### config.mk
export PLATFORM = sky130hd
export DESIGN_NAME = mcfc_mode_ctrl
export DESIGN_NICKNAME = d
export VERILOG_FILES = /design/src/common/mcfc_pkg.sv /design/src/verilog/mcfc_mode_ctrl.sv /design/src/verilog/mcfc_strap_filter.sv /design/src/verilog/mcfc_timer.sv
export VERILOG_INCLUDE_DIRS = /design/src /design/src/common
export SDC_FILE = /design/constraint.sdc
export NUM_CORES = 1
export LEC_CHECK = 0
export BUFFER_PORTS_ARGS = -buffer_cell sky130_fd_sc_hd__buf_2
export CORE_MARGIN = 2
export CORE_UTILIZATION = 51
export CTS_CLUSTER_DIAMETER = 150
export DETAILED_ROUTE_END_ITERATION = 16
export GPL_ROUTABILITY_DRIVEN = 0
export HOLD_SLACK_MARGIN = 0.1
export PLACE_DENSITY_LB_ADDON = 0.1
export SETUP_SLACK_MARGIN = 0.5
export SYNTH_ARGS = -nofsm -noshare
export SYNTH_HDL_FRONTEND = slang
export SYNTH_SLANG_ARGS = --single-unit
export TNS_END_PERCENT = 100
### constraint.sdc
create_clock -name core_clk_i -period 2.6 [get_ports core_clk_i]
set_clock_uncertainty 0.05 [all_clocks]
set_input_delay 0.13 -clock core_clk_i [delete_from_list [all_inputs] [get_ports core_clk_i]]
set_output_delay 0.13 -clock core_clk_i [all_outputs]
set_load 0.01 [all_outputs]
### src/common/mcfc_cfg.svh
// constants of the mode control and failure configuration block
// assumes a single 10 MHz core clock; times are in microseconds
`ifndef MCFC_CFG_SVH
`define MCFC_CFG_SVH

// ***************************************************
// clock and times
// ***************************************************
`define MCFC_CLK_MHZ 10
`define MCFC_RD_TIME_US 10000
`define MCFC_LW_TIME_US 200000
`define MCFC_CFGF_TIME_US 10

// ***************************************************
// frame layout: data[15:8], write flag [7], address [6:0]
// ***************************************************
`define MCFC_WR_BIT 7
`define MCFC_ADDR_MODE 7'h01
`define MCFC_ADDR_HW 7'h0e
`define MCFC_ADDR_STAT 7'h41
`define MCFC_ADDR_WKLVL 7'h42

// ***************************************************
// field positions and mode field values
// ***************************************************
`define MCFC_HW_FCSEL 0
`define MCFC_HW_OVRST 1
`define MCFC_ST_POR 0
`define MCFC_ST_OV 1
`define MCFC_ST_FO 2
`define MCFC_WK_PIN_CONFIG_STATUS_BIT 6
`define MCFC_WK_DEV 7
`define MCFC_MF_NORMAL 3'h0
`define MCFC_MF_SLEEP 3'h1
`define MCFC_MF_STOP 3'h2
`define MCFC_MF_SOFTRST 3'h3

`endif

### src/common/mcfc_pkg.sv
// types of the mode control and failure configuration block
// assumes nothing beyond the tool's package support
package mcfc_pkg;
    // operating modes, coded 0 to 5 in the listed order
    typedef enum logic [2:0] {
        ST_INIT, ST_NORMAL, ST_STOP, ST_SLEEP, ST_RESTART, ST_FAILSAFE
    } mcfc_state_type;
endpackage

### src/verilog/mcfc_mode_ctrl.sv
// operating-mode state machine with strap-selected failure handling
// assumes rst_i is the power-on reset and all inputs are synchronous
//
// Overview of operation
// - six modes; init at power-up and soft reset
// - stop keeps regulator on; sleep turns off
// - restart holds reset, then normal after delay
// - fail-safe: regulator off until wake or cool
// - debug strap low in init halts watchdog
// - configuration and diagnosis through 16-bit frames
// - host writes mode field; restart clears it
// - power-up enters init; long window starts
// - pull-down, filter, latch strap at reset release
// - power-on flag set re-arms strap latch
// - unstable strap level latches zero
// - strap one: watchdog failure goes restart
// - strap zero: failure goes fail-safe mostly
// - enabled overvoltage flags, fails, picks mode
// - host reads fail-count select and strap
// - latched strap kept until power-on reset once flag cleared
// - any command in init after reset release enters normal
// - missed trigger in init counts as a watchdog failure
`include "mcfc_cfg.svh"
`timescale 1ns/1ns
`default_nettype none
module mcfc_mode_ctrl #(
    parameter int unsigned RD_CYC = `MCFC_RD_TIME_US * `MCFC_CLK_MHZ,
    parameter int unsigned LW_CYC = `MCFC_LW_TIME_US * `MCFC_CLK_MHZ,
    parameter int unsigned CF_CYC = `MCFC_CFGF_TIME_US * `MCFC_CLK_MHZ
) (
    // clock and power-on reset
    input wire logic core_clk_i,
    input wire logic rst_i,
    // decoded serial frames
    input wire logic spi_frame_valid_i,
    input wire logic [15:0] spi_frame_i,
    output logic [7:0] spi_rd_data_o,
    // supervision events
    input wire logic wd_trigger_i,
    input wire logic wd_fail_i,
    input wire logic ov_detect_i,
    input wire logic main_regulator_output_low_i,
    input wire logic ot_present_i,
    // wake sources
    input wire logic can_wake_i,
    input wire logic lin_wake_i,
    input wire logic wk_wake_i,
    // strap pins
    input wire logic int_pin_i,
    input wire logic test_pin_n_i,
    // outputs
    output mcfc_pkg::mcfc_state_type mode_o,
    output logic reset_out_o,
    output logic int_pd_en_o,
    output logic fail_out_o,
    output logic main_reg_en_o,
    output logic main_reg_lp_o,
    output logic pin_config_status_o,
    output logic dev_mode_o
);
    import mcfc_pkg::*;

    // ***************************************************
    // frame decode
    // ***************************************************
    // true when the frame is a write to the given address
    function automatic logic is_wr(input logic [15:0] f, input logic [6:0] a);
        is_wr = f[`MCFC_WR_BIT] && (f[6:0] == a);
    endfunction

    mcfc_state_type state_q, state_d; // current and next mode
    logic [2:0] mode_field_q; // host-written mode field
    logic fcsel_q; // fail-count select
    logic ovrst_q; // overvoltage restart enable
    logic por_q; // power-on flag
    logic ov_flag_q; // overvoltage flag
    logic wd_seen_q; // a watchdog failure already happened
    logic trig_q; // trigger seen in the long window
    logic ot_prev_q; // overtemperature last cycle
    logic rd_done, lw_done, flt_val, flt_stable;

    wire [7:0] wdata = spi_frame_i[15:8];
    wire cmd = spi_frame_valid_i;
    wire wr_mode = cmd && is_wr(spi_frame_i, `MCFC_ADDR_MODE);
    wire wr_hw = cmd && is_wr(spi_frame_i, `MCFC_ADDR_HW);
    wire wr_stat = cmd && is_wr(spi_frame_i, `MCFC_ADDR_STAT);
    wire [2:0] mf_new = wdata[2:0];
    wire reg_on = (state_q != ST_SLEEP) && (state_q != ST_FAILSAFE);
    wire run_mode = (state_q == ST_NORMAL) || (state_q == ST_STOP);
    wire wake = can_wake_i || lin_wake_i || wk_wake_i;

    // ***************************************************
    // timers and strap filter
    // ***************************************************
    // reset delay runs in init or restart while reset is asserted and the supply is up
    wire rd_run = !reset_out_o && !main_regulator_output_low_i &&
                  ((state_q == ST_INIT) || (state_q == ST_RESTART));
    // the long window is halted in the development variant
    wire lw_run = (state_q == ST_INIT) && reset_out_o && !dev_mode_o && !trig_q;
    wire ro_rise = rd_run && rd_done;
    // done lingers one cycle after the window stops; gate it so one miss counts once
    wire lw_exp = lw_run && lw_done;

    mcfc_timer #(.N(RD_CYC)) u_rd_timer (
        .core_clk_i(core_clk_i),
        .rst_i(rst_i),
        .run_i(rd_run),
        .done_o(rd_done)
    );
    mcfc_timer #(.N(LW_CYC)) u_lw_timer (
        .core_clk_i(core_clk_i),
        .rst_i(rst_i),
        .run_i(lw_run),
        .done_o(lw_done)
    );
    // filter looks at the pin only while the pull-down is on
    mcfc_strap_filter #(.N(CF_CYC)) u_strap_filter (
        .core_clk_i(core_clk_i),
        .rst_i(rst_i),
        .en_i(int_pd_en_o),
        .pin_i(int_pin_i),
        .value_o(flt_val),
        .stable_o(flt_stable)
    );

    // ***************************************************
    // failure classification
    // ***************************************************
    wire wd_fail_ev = (wd_fail_i && run_mode && !dev_mode_o) || lw_exp;
    wire ov_ev = ov_detect_i && ovrst_q && reg_on;
    // fail outputs: first failure with select one, else second
    wire wd_fo = fcsel_q || wd_seen_q;
    // strap zero goes fail-safe unless this is the first of two
    wire wd_to_fs = !pin_config_status_o && (fcsel_q || wd_seen_q);
    wire ot_gone = ot_prev_q && !ot_present_i;
    wire sel_lat = ro_rise && por_q;
    wire cfg_new = flt_stable ? flt_val : 1'b0;

    // ***************************************************
    // next mode
    // ***************************************************
    always_comb begin
        state_d = state_q;
        if (ov_ev) begin
            state_d = pin_config_status_o ? ST_RESTART : ST_FAILSAFE;
        end else if (wd_fail_ev) begin
            state_d = wd_to_fs ? ST_FAILSAFE : ST_RESTART;
        end else begin
            case (state_q)
                ST_INIT: begin
                    if (reset_out_o && cmd) begin
                        state_d = ST_NORMAL;
                    end
                end
                ST_NORMAL: begin
                    if (main_regulator_output_low_i) begin
                        state_d = ST_RESTART;
                    end else if (wr_mode && mf_new == `MCFC_MF_STOP) begin
                        state_d = ST_STOP;
                    end else if (wr_mode && mf_new == `MCFC_MF_SLEEP) begin
                        state_d = ST_SLEEP;
                    end else if (wr_mode && mf_new == `MCFC_MF_SOFTRST) begin
                        state_d = ST_INIT;
                    end
                end
                ST_STOP: begin
                    // stop cannot go straight to sleep; that lands in restart
                    if (main_regulator_output_low_i || (wr_mode && mf_new == `MCFC_MF_SLEEP)) begin
                        state_d = ST_RESTART;
                    end else if (wr_mode && mf_new == `MCFC_MF_NORMAL) begin
                        state_d = ST_NORMAL;
                    end else if (wr_mode && mf_new == `MCFC_MF_SOFTRST) begin
                        state_d = ST_INIT;
                    end
                end
                ST_SLEEP: begin
                    if (wake) begin
                        state_d = ST_RESTART;
                    end
                end
                ST_RESTART: begin
                    if (ro_rise) begin
                        state_d = ST_NORMAL;
                    end
                end
                ST_FAILSAFE: begin
                    if (wake || ot_gone) begin
                        state_d = ST_RESTART;
                    end
                end
                default: state_d = ST_INIT;
            endcase
        end
    end

    // reset asserts on entering any mode that restarts the host
    // init keeps the host released once its delay has run; a soft reset pulls it low
    wire ro_d = (state_d == ST_NORMAL) || (state_d == ST_STOP) ||
                ((state_d == ST_INIT) && (ro_rise || (reset_out_o && state_q == ST_INIT)));

    // ***************************************************
    // mode, outputs and supervision flags
    // ***************************************************
    // state and pin outputs move on the same edge; with the power-on flag clear the pull-down enable follows the previous mode, one cycle late
    always_ff @(posedge core_clk_i) begin
        if (rst_i) begin
            state_q <= ST_INIT;
            mode_o <= ST_INIT;
            reset_out_o <= 1'b0;
            int_pd_en_o <= 1'b1;
            main_reg_en_o <= 1'b1;
            main_reg_lp_o <= 1'b0;
            ot_prev_q <= 1'b0;
        end else begin
            state_q <= state_d;
            mode_o <= state_d;
            reset_out_o <= ro_d;
            int_pd_en_o <= !ro_d && (por_q || state_q == ST_INIT);
            main_reg_en_o <= (state_d != ST_SLEEP) && (state_d != ST_FAILSAFE);
            main_reg_lp_o <= (state_d == ST_STOP);
            ot_prev_q <= ot_present_i;
        end
    end

    // host fields; hardware events win over a clear in the same cycle
    always_ff @(posedge core_clk_i) begin
        if (rst_i) begin
            mode_field_q <= `MCFC_MF_NORMAL;
            fcsel_q <= 1'b0;
            ovrst_q <= 1'b0;
            por_q <= 1'b1;
            ov_flag_q <= 1'b0;
            fail_out_o <= 1'b0;
            wd_seen_q <= 1'b0;
            trig_q <= 1'b0;
        end else begin
            if (state_q == ST_RESTART) begin
                mode_field_q <= `MCFC_MF_NORMAL;
            end else if (wr_mode) begin
                mode_field_q <= mf_new;
            end
            // hardware control writes only in init or normal mode
            if (wr_hw && (state_q == ST_INIT || state_q == ST_NORMAL)) begin
                fcsel_q <= wdata[`MCFC_HW_FCSEL];
                ovrst_q <= wdata[`MCFC_HW_OVRST];
            end
            if (wr_stat && wdata[`MCFC_ST_POR]) begin
                por_q <= 1'b0;
            end
            ov_flag_q <= ov_ev || (ov_flag_q && !(wr_stat && wdata[`MCFC_ST_OV]));
            fail_out_o <= ov_ev || (wd_fail_ev && wd_fo) ||
                          (fail_out_o && !(wr_stat && wdata[`MCFC_ST_FO]));
            if (wd_fail_ev) begin
                wd_seen_q <= 1'b1;
            end
            trig_q <= (state_q == ST_INIT) && (trig_q || wd_trigger_i);
        end
    end

    // ***************************************************
    // strap latches
    // ***************************************************
    // values change only at a release of reset while the flag is set
    always_ff @(posedge core_clk_i) begin
        if (rst_i) begin
            pin_config_status_o <= 1'b0;
            dev_mode_o <= 1'b0;
        end else if (sel_lat) begin
            pin_config_status_o <= cfg_new;
            if (state_q == ST_INIT) begin
                dev_mode_o <= !test_pin_n_i;
            end
        end
    end

    // ***************************************************
    // readback
    // ***************************************************
    wire [6:0] raddr = spi_frame_i[6:0];
    wire [7:0] rd_d = (raddr == `MCFC_ADDR_HW) ? {6'h00, ovrst_q, fcsel_q} :
                      (raddr == `MCFC_ADDR_WKLVL) ?
                      {dev_mode_o, pin_config_status_o, 6'h00} :
                      (raddr == `MCFC_ADDR_STAT) ?
                      {5'h00, fail_out_o, ov_flag_q, por_q} :
                      (raddr == `MCFC_ADDR_MODE) ? {5'h00, mode_field_q} : 8'h00;

    // answer is loaded for every frame and held until the next
    always_ff @(posedge core_clk_i) begin
        if (rst_i) begin
            spi_rd_data_o <= 8'h00;
        end else if (cmd) begin
            spi_rd_data_o <= rd_d;
        end
    end

    // ***************************************************
    // checks
    // ***************************************************
    a_stop_reg_on: assert property (@(posedge core_clk_i) disable iff (rst_i)
        state_q == ST_STOP |-> main_reg_en_o && main_reg_lp_o)
        else $error("stop mode without regulator on");
    a_failsafe_reg_off: assert property (@(posedge core_clk_i) disable iff (rst_i)
        state_q == ST_FAILSAFE |-> !main_reg_en_o && !reset_out_o)
        else $error("fail-safe with regulator on");
    a_restart_holds_reset: assert property (@(posedge core_clk_i) disable iff (rst_i)
        state_q == ST_RESTART |-> !reset_out_o ##1 mode_field_q == `MCFC_MF_NORMAL)
        else $error("restart without reset or field clear");
    a_init_cmd_normal: assert property (@(posedge core_clk_i) disable iff (rst_i)
        state_q == ST_INIT && reset_out_o && cmd && !ov_ev && !lw_exp
        |=> state_q == ST_NORMAL)
        else $error("command in init did not reach normal");
    a_window_miss: assert property (@(posedge core_clk_i) disable iff (rst_i)
        lw_exp && !ov_ev |=> state_q == ST_RESTART && !reset_out_o)
        else $error("missed trigger did not restart");
    a_unstable_zero: assert property (@(posedge core_clk_i) disable iff (rst_i)
        sel_lat && !flt_stable |=> !pin_config_status_o)
        else $error("unstable strap did not latch zero");
    a_config_hold: assert property (@(posedge core_clk_i) disable iff (rst_i)
        !sel_lat |=> $stable(pin_config_status_o))
        else $error("strap latch changed without release");
    a_first_fail_fo: assert property (@(posedge core_clk_i) disable iff (rst_i)
        wd_fail_ev && fcsel_q |=> fail_out_o)
        else $error("fail output missing on first failure");
    a_strap1_restart: assert property (@(posedge core_clk_i) disable iff (rst_i)
        wd_fail_ev && !ov_ev && pin_config_status_o |=> state_q == ST_RESTART)
        else $error("strap one failure not restart");
    a_strap0_failsafe: assert property (@(posedge core_clk_i) disable iff (rst_i)
        wd_fail_ev && !ov_ev && !pin_config_status_o && wd_seen_q
        |=> state_q == ST_FAILSAFE)
        else $error("strap zero second failure not fail-safe");
    a_ov_reaction: assert property (@(posedge core_clk_i) disable iff (rst_i)
        ov_ev |=> ov_flag_q && fail_out_o &&
        (state_q == (pin_config_status_o ? ST_RESTART : ST_FAILSAFE)))
        else $error("overvoltage reaction wrong");
    a_dev_no_window: assert property (@(posedge core_clk_i) disable iff (rst_i)
        dev_mode_o [*2] |-> !lw_done)
        else $error("window expired in development variant");
endmodule
`default_nettype wire

### src/verilog/mcfc_strap_filter.sv
// continuous filter on the strap level: stable once unchanged for N cycles
// assumes the sampled pin is synchronous to the clock
`timescale 1ns/1ns
`default_nettype none
module mcfc_strap_filter #(
    parameter int unsigned N = 100,
    parameter int unsigned W = $clog2(N + 1)
) (
    // clock and reset
    input wire logic core_clk_i,
    input wire logic rst_i,
    // sampling
    input wire logic en_i,
    input wire logic pin_i,
    output logic value_o,
    output logic stable_o
);
    // ***************************************************
    // filter state
    // ***************************************************
    logic [W-1:0] cnt_q; // cycles the level has held
    logic last_q; // previous sample
    wire changed = (pin_i != last_q);
    assign value_o = last_q;
    assign stable_o = (cnt_q == W'(N));

    // any change restarts the count, so a glitch never looks stable
    always_ff @(posedge core_clk_i) begin
        if (rst_i || !en_i) begin
            cnt_q <= '0;
            last_q <= 1'b0;
        end else begin
            last_q <= pin_i;
            if (changed) begin
                cnt_q <= '0;
            end else if (!stable_o) begin
                cnt_q <= cnt_q + W'(1);
            end
        end
    end
endmodule
`default_nettype wire

### src/verilog/mcfc_timer.sv
// elapsed-time counter: counts while run is high, restarts when low
// assumes a synchronous active-high reset
`timescale 1ns/1ns
`default_nettype none
module mcfc_timer #(
    parameter int unsigned N = 100,
    parameter int unsigned W = $clog2(N + 1)
) (
    // clock and reset
    input wire logic core_clk_i,
    input wire logic rst_i,
    // control and status
    input wire logic run_i,
    output logic done_o
);
    // ***************************************************
    // counter
    // ***************************************************
    logic [W-1:0] cnt_q; // cycles spent running
    assign done_o = (cnt_q == W'(N));

    // saturate at the target so done stays a level
    always_ff @(posedge core_clk_i) begin
        if (rst_i || !run_i) begin
            cnt_q <= '0;
        end else if (!done_o) begin
            cnt_q <= cnt_q + W'(1);
        end
    end
endmodule
`default_nettype wire
==> results.md <==
* Fin. Hold Viols at 0
* Row count at 29
* IR drop worst, VDD at 374 uV
* Crit. End Element: register
* Clk buf depth at 2
* Setup Viol. Count Final at 0
* Vias in the first global route at 2943
* Ranking of synthesized cells by area: dfxtp_1, nor2_1, xor2_1
* Pleak at 1.59 nW
* Share of synthesized registers carrying an async set or reset at 0%
* Net count of the finished layout at 503
* WL/cell at 14.5 um
* Syn. warnings at 0
* Critical Path RT at 2.78 ns
* P&R area growth vs syn at 21.6%
* Synth top cells by count: nor2_1, dfxtp_1, nand2_1, nand3_1, xor2_1
* Share of cells above drive strength 1 at 19.0%
* Worst-Margin Slew at 0.637 ns
* Chip height at 86.0 um
* Port Buf Inserts at 38
* H-tree lvl count at 3
* TritonCTS clock tree: yes
* Crit start category: register
* GRT overflow at 0
* Synth Cell Area at 3430 um2
* R2R Setup Slk at 0.20 ns
* Worst Hold Path EP: ov_flag_q$_SDFF_PP0_
* WP data arrival at 2.59 ns
* Core area at 6420 um2
* Largest net degree at the start of global routing at 22
* Global-route wire length before repair at 13400 um
* Cells after synthesis at 404
* # DRC at 0
* Max Slew Vio Count at 0
* RSZ-0062 raised after global routing: true
* Fillcell total at 553
* Routed vias/inst at 5.60
* Mapped Avg Cell Area at 8.49 um2
* Fmax at 416 MHz
* Cell type with the largest total area after synthesis: dfxtp_1
* Drt pass-1 iters at 5
* Synthesis-stage register bit count at 71
* DR iter-0 viols at 176
* Hold_sp: spi_frame_i[7]
* Initial antenna violation count at 0
* Via count at 3082
* CP Class: register to register
* Worst flop-to-flop path startpoint: u_lw_timer.cnt_q[5]$_SDFFE_PP0N_
* Primary FF master, synth: dfxtp_1
* Root Buffer: clkbuf_8
* CTS clk-pin slew, worst paths at 0.08 ns
* Yosys cell types at 56
* Status: complete, no violations
* Setup_tns at 0 ns
* Gr usage total at 22.6%
* Fin crit share at 92.5%
* Most frequent cell after synthesis: nor2_1
* Hold Crit Class: input pin to register
* Depth of the worst hold-timing path at 4
* R2r endpoint: main_reg_en_o$_SDFF_PP1_
* Worst skew pair latency at 0.34 ns
* Pwr/cell area at 525 nW/um2
* N_diodes at 0
* Tmin final at 2.40 ns
* Overall routed net length at 7950 um
* Largest fanout on the critical path at 3
* Placed cells at 516
* Yosys top cell area share at 41.4%
* Slew margin rel. at 57.2%
* Finished Layout Cells at 550
* Final antenna-violating net count at 0
* Hpwl dp at 5360 um
* Worst reg2reg path depth at 6
* Clock buffer count from CTS at 9
* Die W at 86.0 um
* Max-cap viol count at 0
* CTS Sinks at 71
* Initial core utilization at 53.4%
* Die ar. at 7400 um2
* I/O Pins at 47
* Seq/Total Area, Yosys at 41.4%
* Post-synth EDFFs at 0
-- how the worst max path moves through the flow --
stage	start	endpoint	slack, ns	depth (start not counted)
3_3_place_gp	u_lw_timer.cnt_q[5]$_SDFFE_PP0N_	main_reg_en_o$_SDFF_PP1_	0.14	6
4_1_cts	u_lw_timer.cnt_q[5]$_SDFFE_PP0N_	main_reg_en_o$_SDFF_PP1_	0.22	6
5_1_grt	u_lw_timer.cnt_q[5]$_SDFFE_PP0N_	main_reg_en_o$_SDFF_PP1_	0.14	6
2_1_floorplan	u_lw_timer.cnt_q[5]$_SDFFE_PP0N_	main_reg_en_o$_SDFF_PP1_	0.22	6
6_report	u_lw_timer.cnt_q[5]$_SDFFE_PP0N_	main_reg_en_o$_SDFF_PP1_	0.20	6
3_5_place_dp	u_lw_timer.cnt_q[5]$_SDFFE_PP0N_	main_reg_en_o$_SDFF_PP1_	0.13	6
-- area by class of cell --
| class | count | area, um2 | area share [%] |
|---|---|---|---|
| Sequential cell | 71 | 1430 | 34.2 |
| Multi-Input combinational cell | 310 | 1970 | 47.1 |
| Inverter | 12 | 45.0 | 1.08 |
| Timing Repair Buffer | 64 | 414 | 9.93 |
| Clock inverter | 5 | 81.3 | 1.95 |
| Tap cell | 77 | 96.3 | 2.31 |
| Clock buffer | 11 | 141 | 3.39 |
-- power breakdown --
group / switching (W) / internal, W / leakage (nW)
clock network: 0.000418 / 0.000567 / 0.110
logic: 0.0000569 / 0.0000439 / 0.907
registers: 0.00000680 / 0.00110 / 0.576
total: 0.000481 / 0.00171 / 1.59
-- sequential cells by signal, indices dropped and copies added, names as in the netlist --
name                    count
state_q                     3
reset_out_o                 1
fcsel_q                     1
wd_seen_q                   1
ovrst_q                     1
mode_field_q                3
main_reg_en_o               1
fail_out_o                  1
main_reg_lp_o               1
por_q                       1
dev_mode_o                  1
u_lw_timer.cnt_q           21
trig_q                      1
ot_prev_q                   1
int_pd_en_o                 1
u_strap_filter.cnt_q        7
spi_rd_data_o               5
pin_config_status_o         1
u_rd_timer.cnt_q           17
u_strap_filter.value_o      1
ov_flag_q                   1
-- layout by cell type, fill, tap and decap left out, types with 5 or more instances in the layout --
cell type and n:
a21oi_1 13, xnor2_1 14, nand4_1 8, o21ai_0 5, buf_2 38, or3_1 6
nand2_1 26, dfxtp_1 67, nand3_1 25, nand2b_1 8, inv_1 12, xor2_1 27
and3_1 8, nor3_1 12, nor2_1 71, ha_1 6, dlygate4sd3_1 10, mux2i_1 8
buf_4 15, clkbuf_8 10
-- logic make-up (layout without fill, tap and decap cells) --
| group | Yosys count | in the layout | synth area share, % |
|---|---|---|---|
| flip-flops | 71 | 71 | 41.4 |
| other | 1 | 3 | 0.109 |
| multiplexers | 9 | 9 | 2.66 |
| AO/OA/AOI/OAI | 47 | 47 | 9.45 |
| buffers and inverters | 25 | 92 | 3.06 |
| AND/OR/NAND/NOR | 204 | 204 | 30.6 |
| adder cells (fa/ha/maj) | 6 | 6 | 2.19 |
| XOR/XNOR | 41 | 41 | 10.5 |
-- per-stage QoR --
step	total power (W)	hold slack (ns)	worst slack, ns	instance area (um2)	utilization, %
floorplan	0.00118	0.208	0.217	3440	-
global placement	0.00121	0.315	0.141	3720	58.0
detailed placement	0.00121	0.325	0.134	3720	58.0
CTS	0.00221	0.120	0.216	4100	63.8
global route	0.00228	0.159	0.137	4170	64.9
finish	0.00219	0.140	0.195	4170	64.9
-- what timing repair did --
item | CTS | global route
setup endpoints to repair | 8 | 11
setup buffers | 4 | 4
pin swaps | 2 | 5
resized for setup | 7 | 11
hold buffers | 10 | 0
hold endpoints to repair | 11 | 0
-- per-layer routing --
metal	part of all wire (%)	wire, um	vias to the layer above	global-route usage, %
met3	5.0	397	9	4.04
met2	47	3710	76	34.9
met5	0	0	-	0
li1	-	-	1551	-
met4	1.2	95	0	9.38
met1	47	3750	1446	31.0
-- worst max-delay path: stages (launching register included) --
cell and delay (ns):
dfxtp_2 0.32, or4b_4 0.52, or4_4 0.43, or3_4 0.35
a211o_1 0.28, o211a_1 0.13, a211o_1 0.22
(Power assumes the default switching activity.)
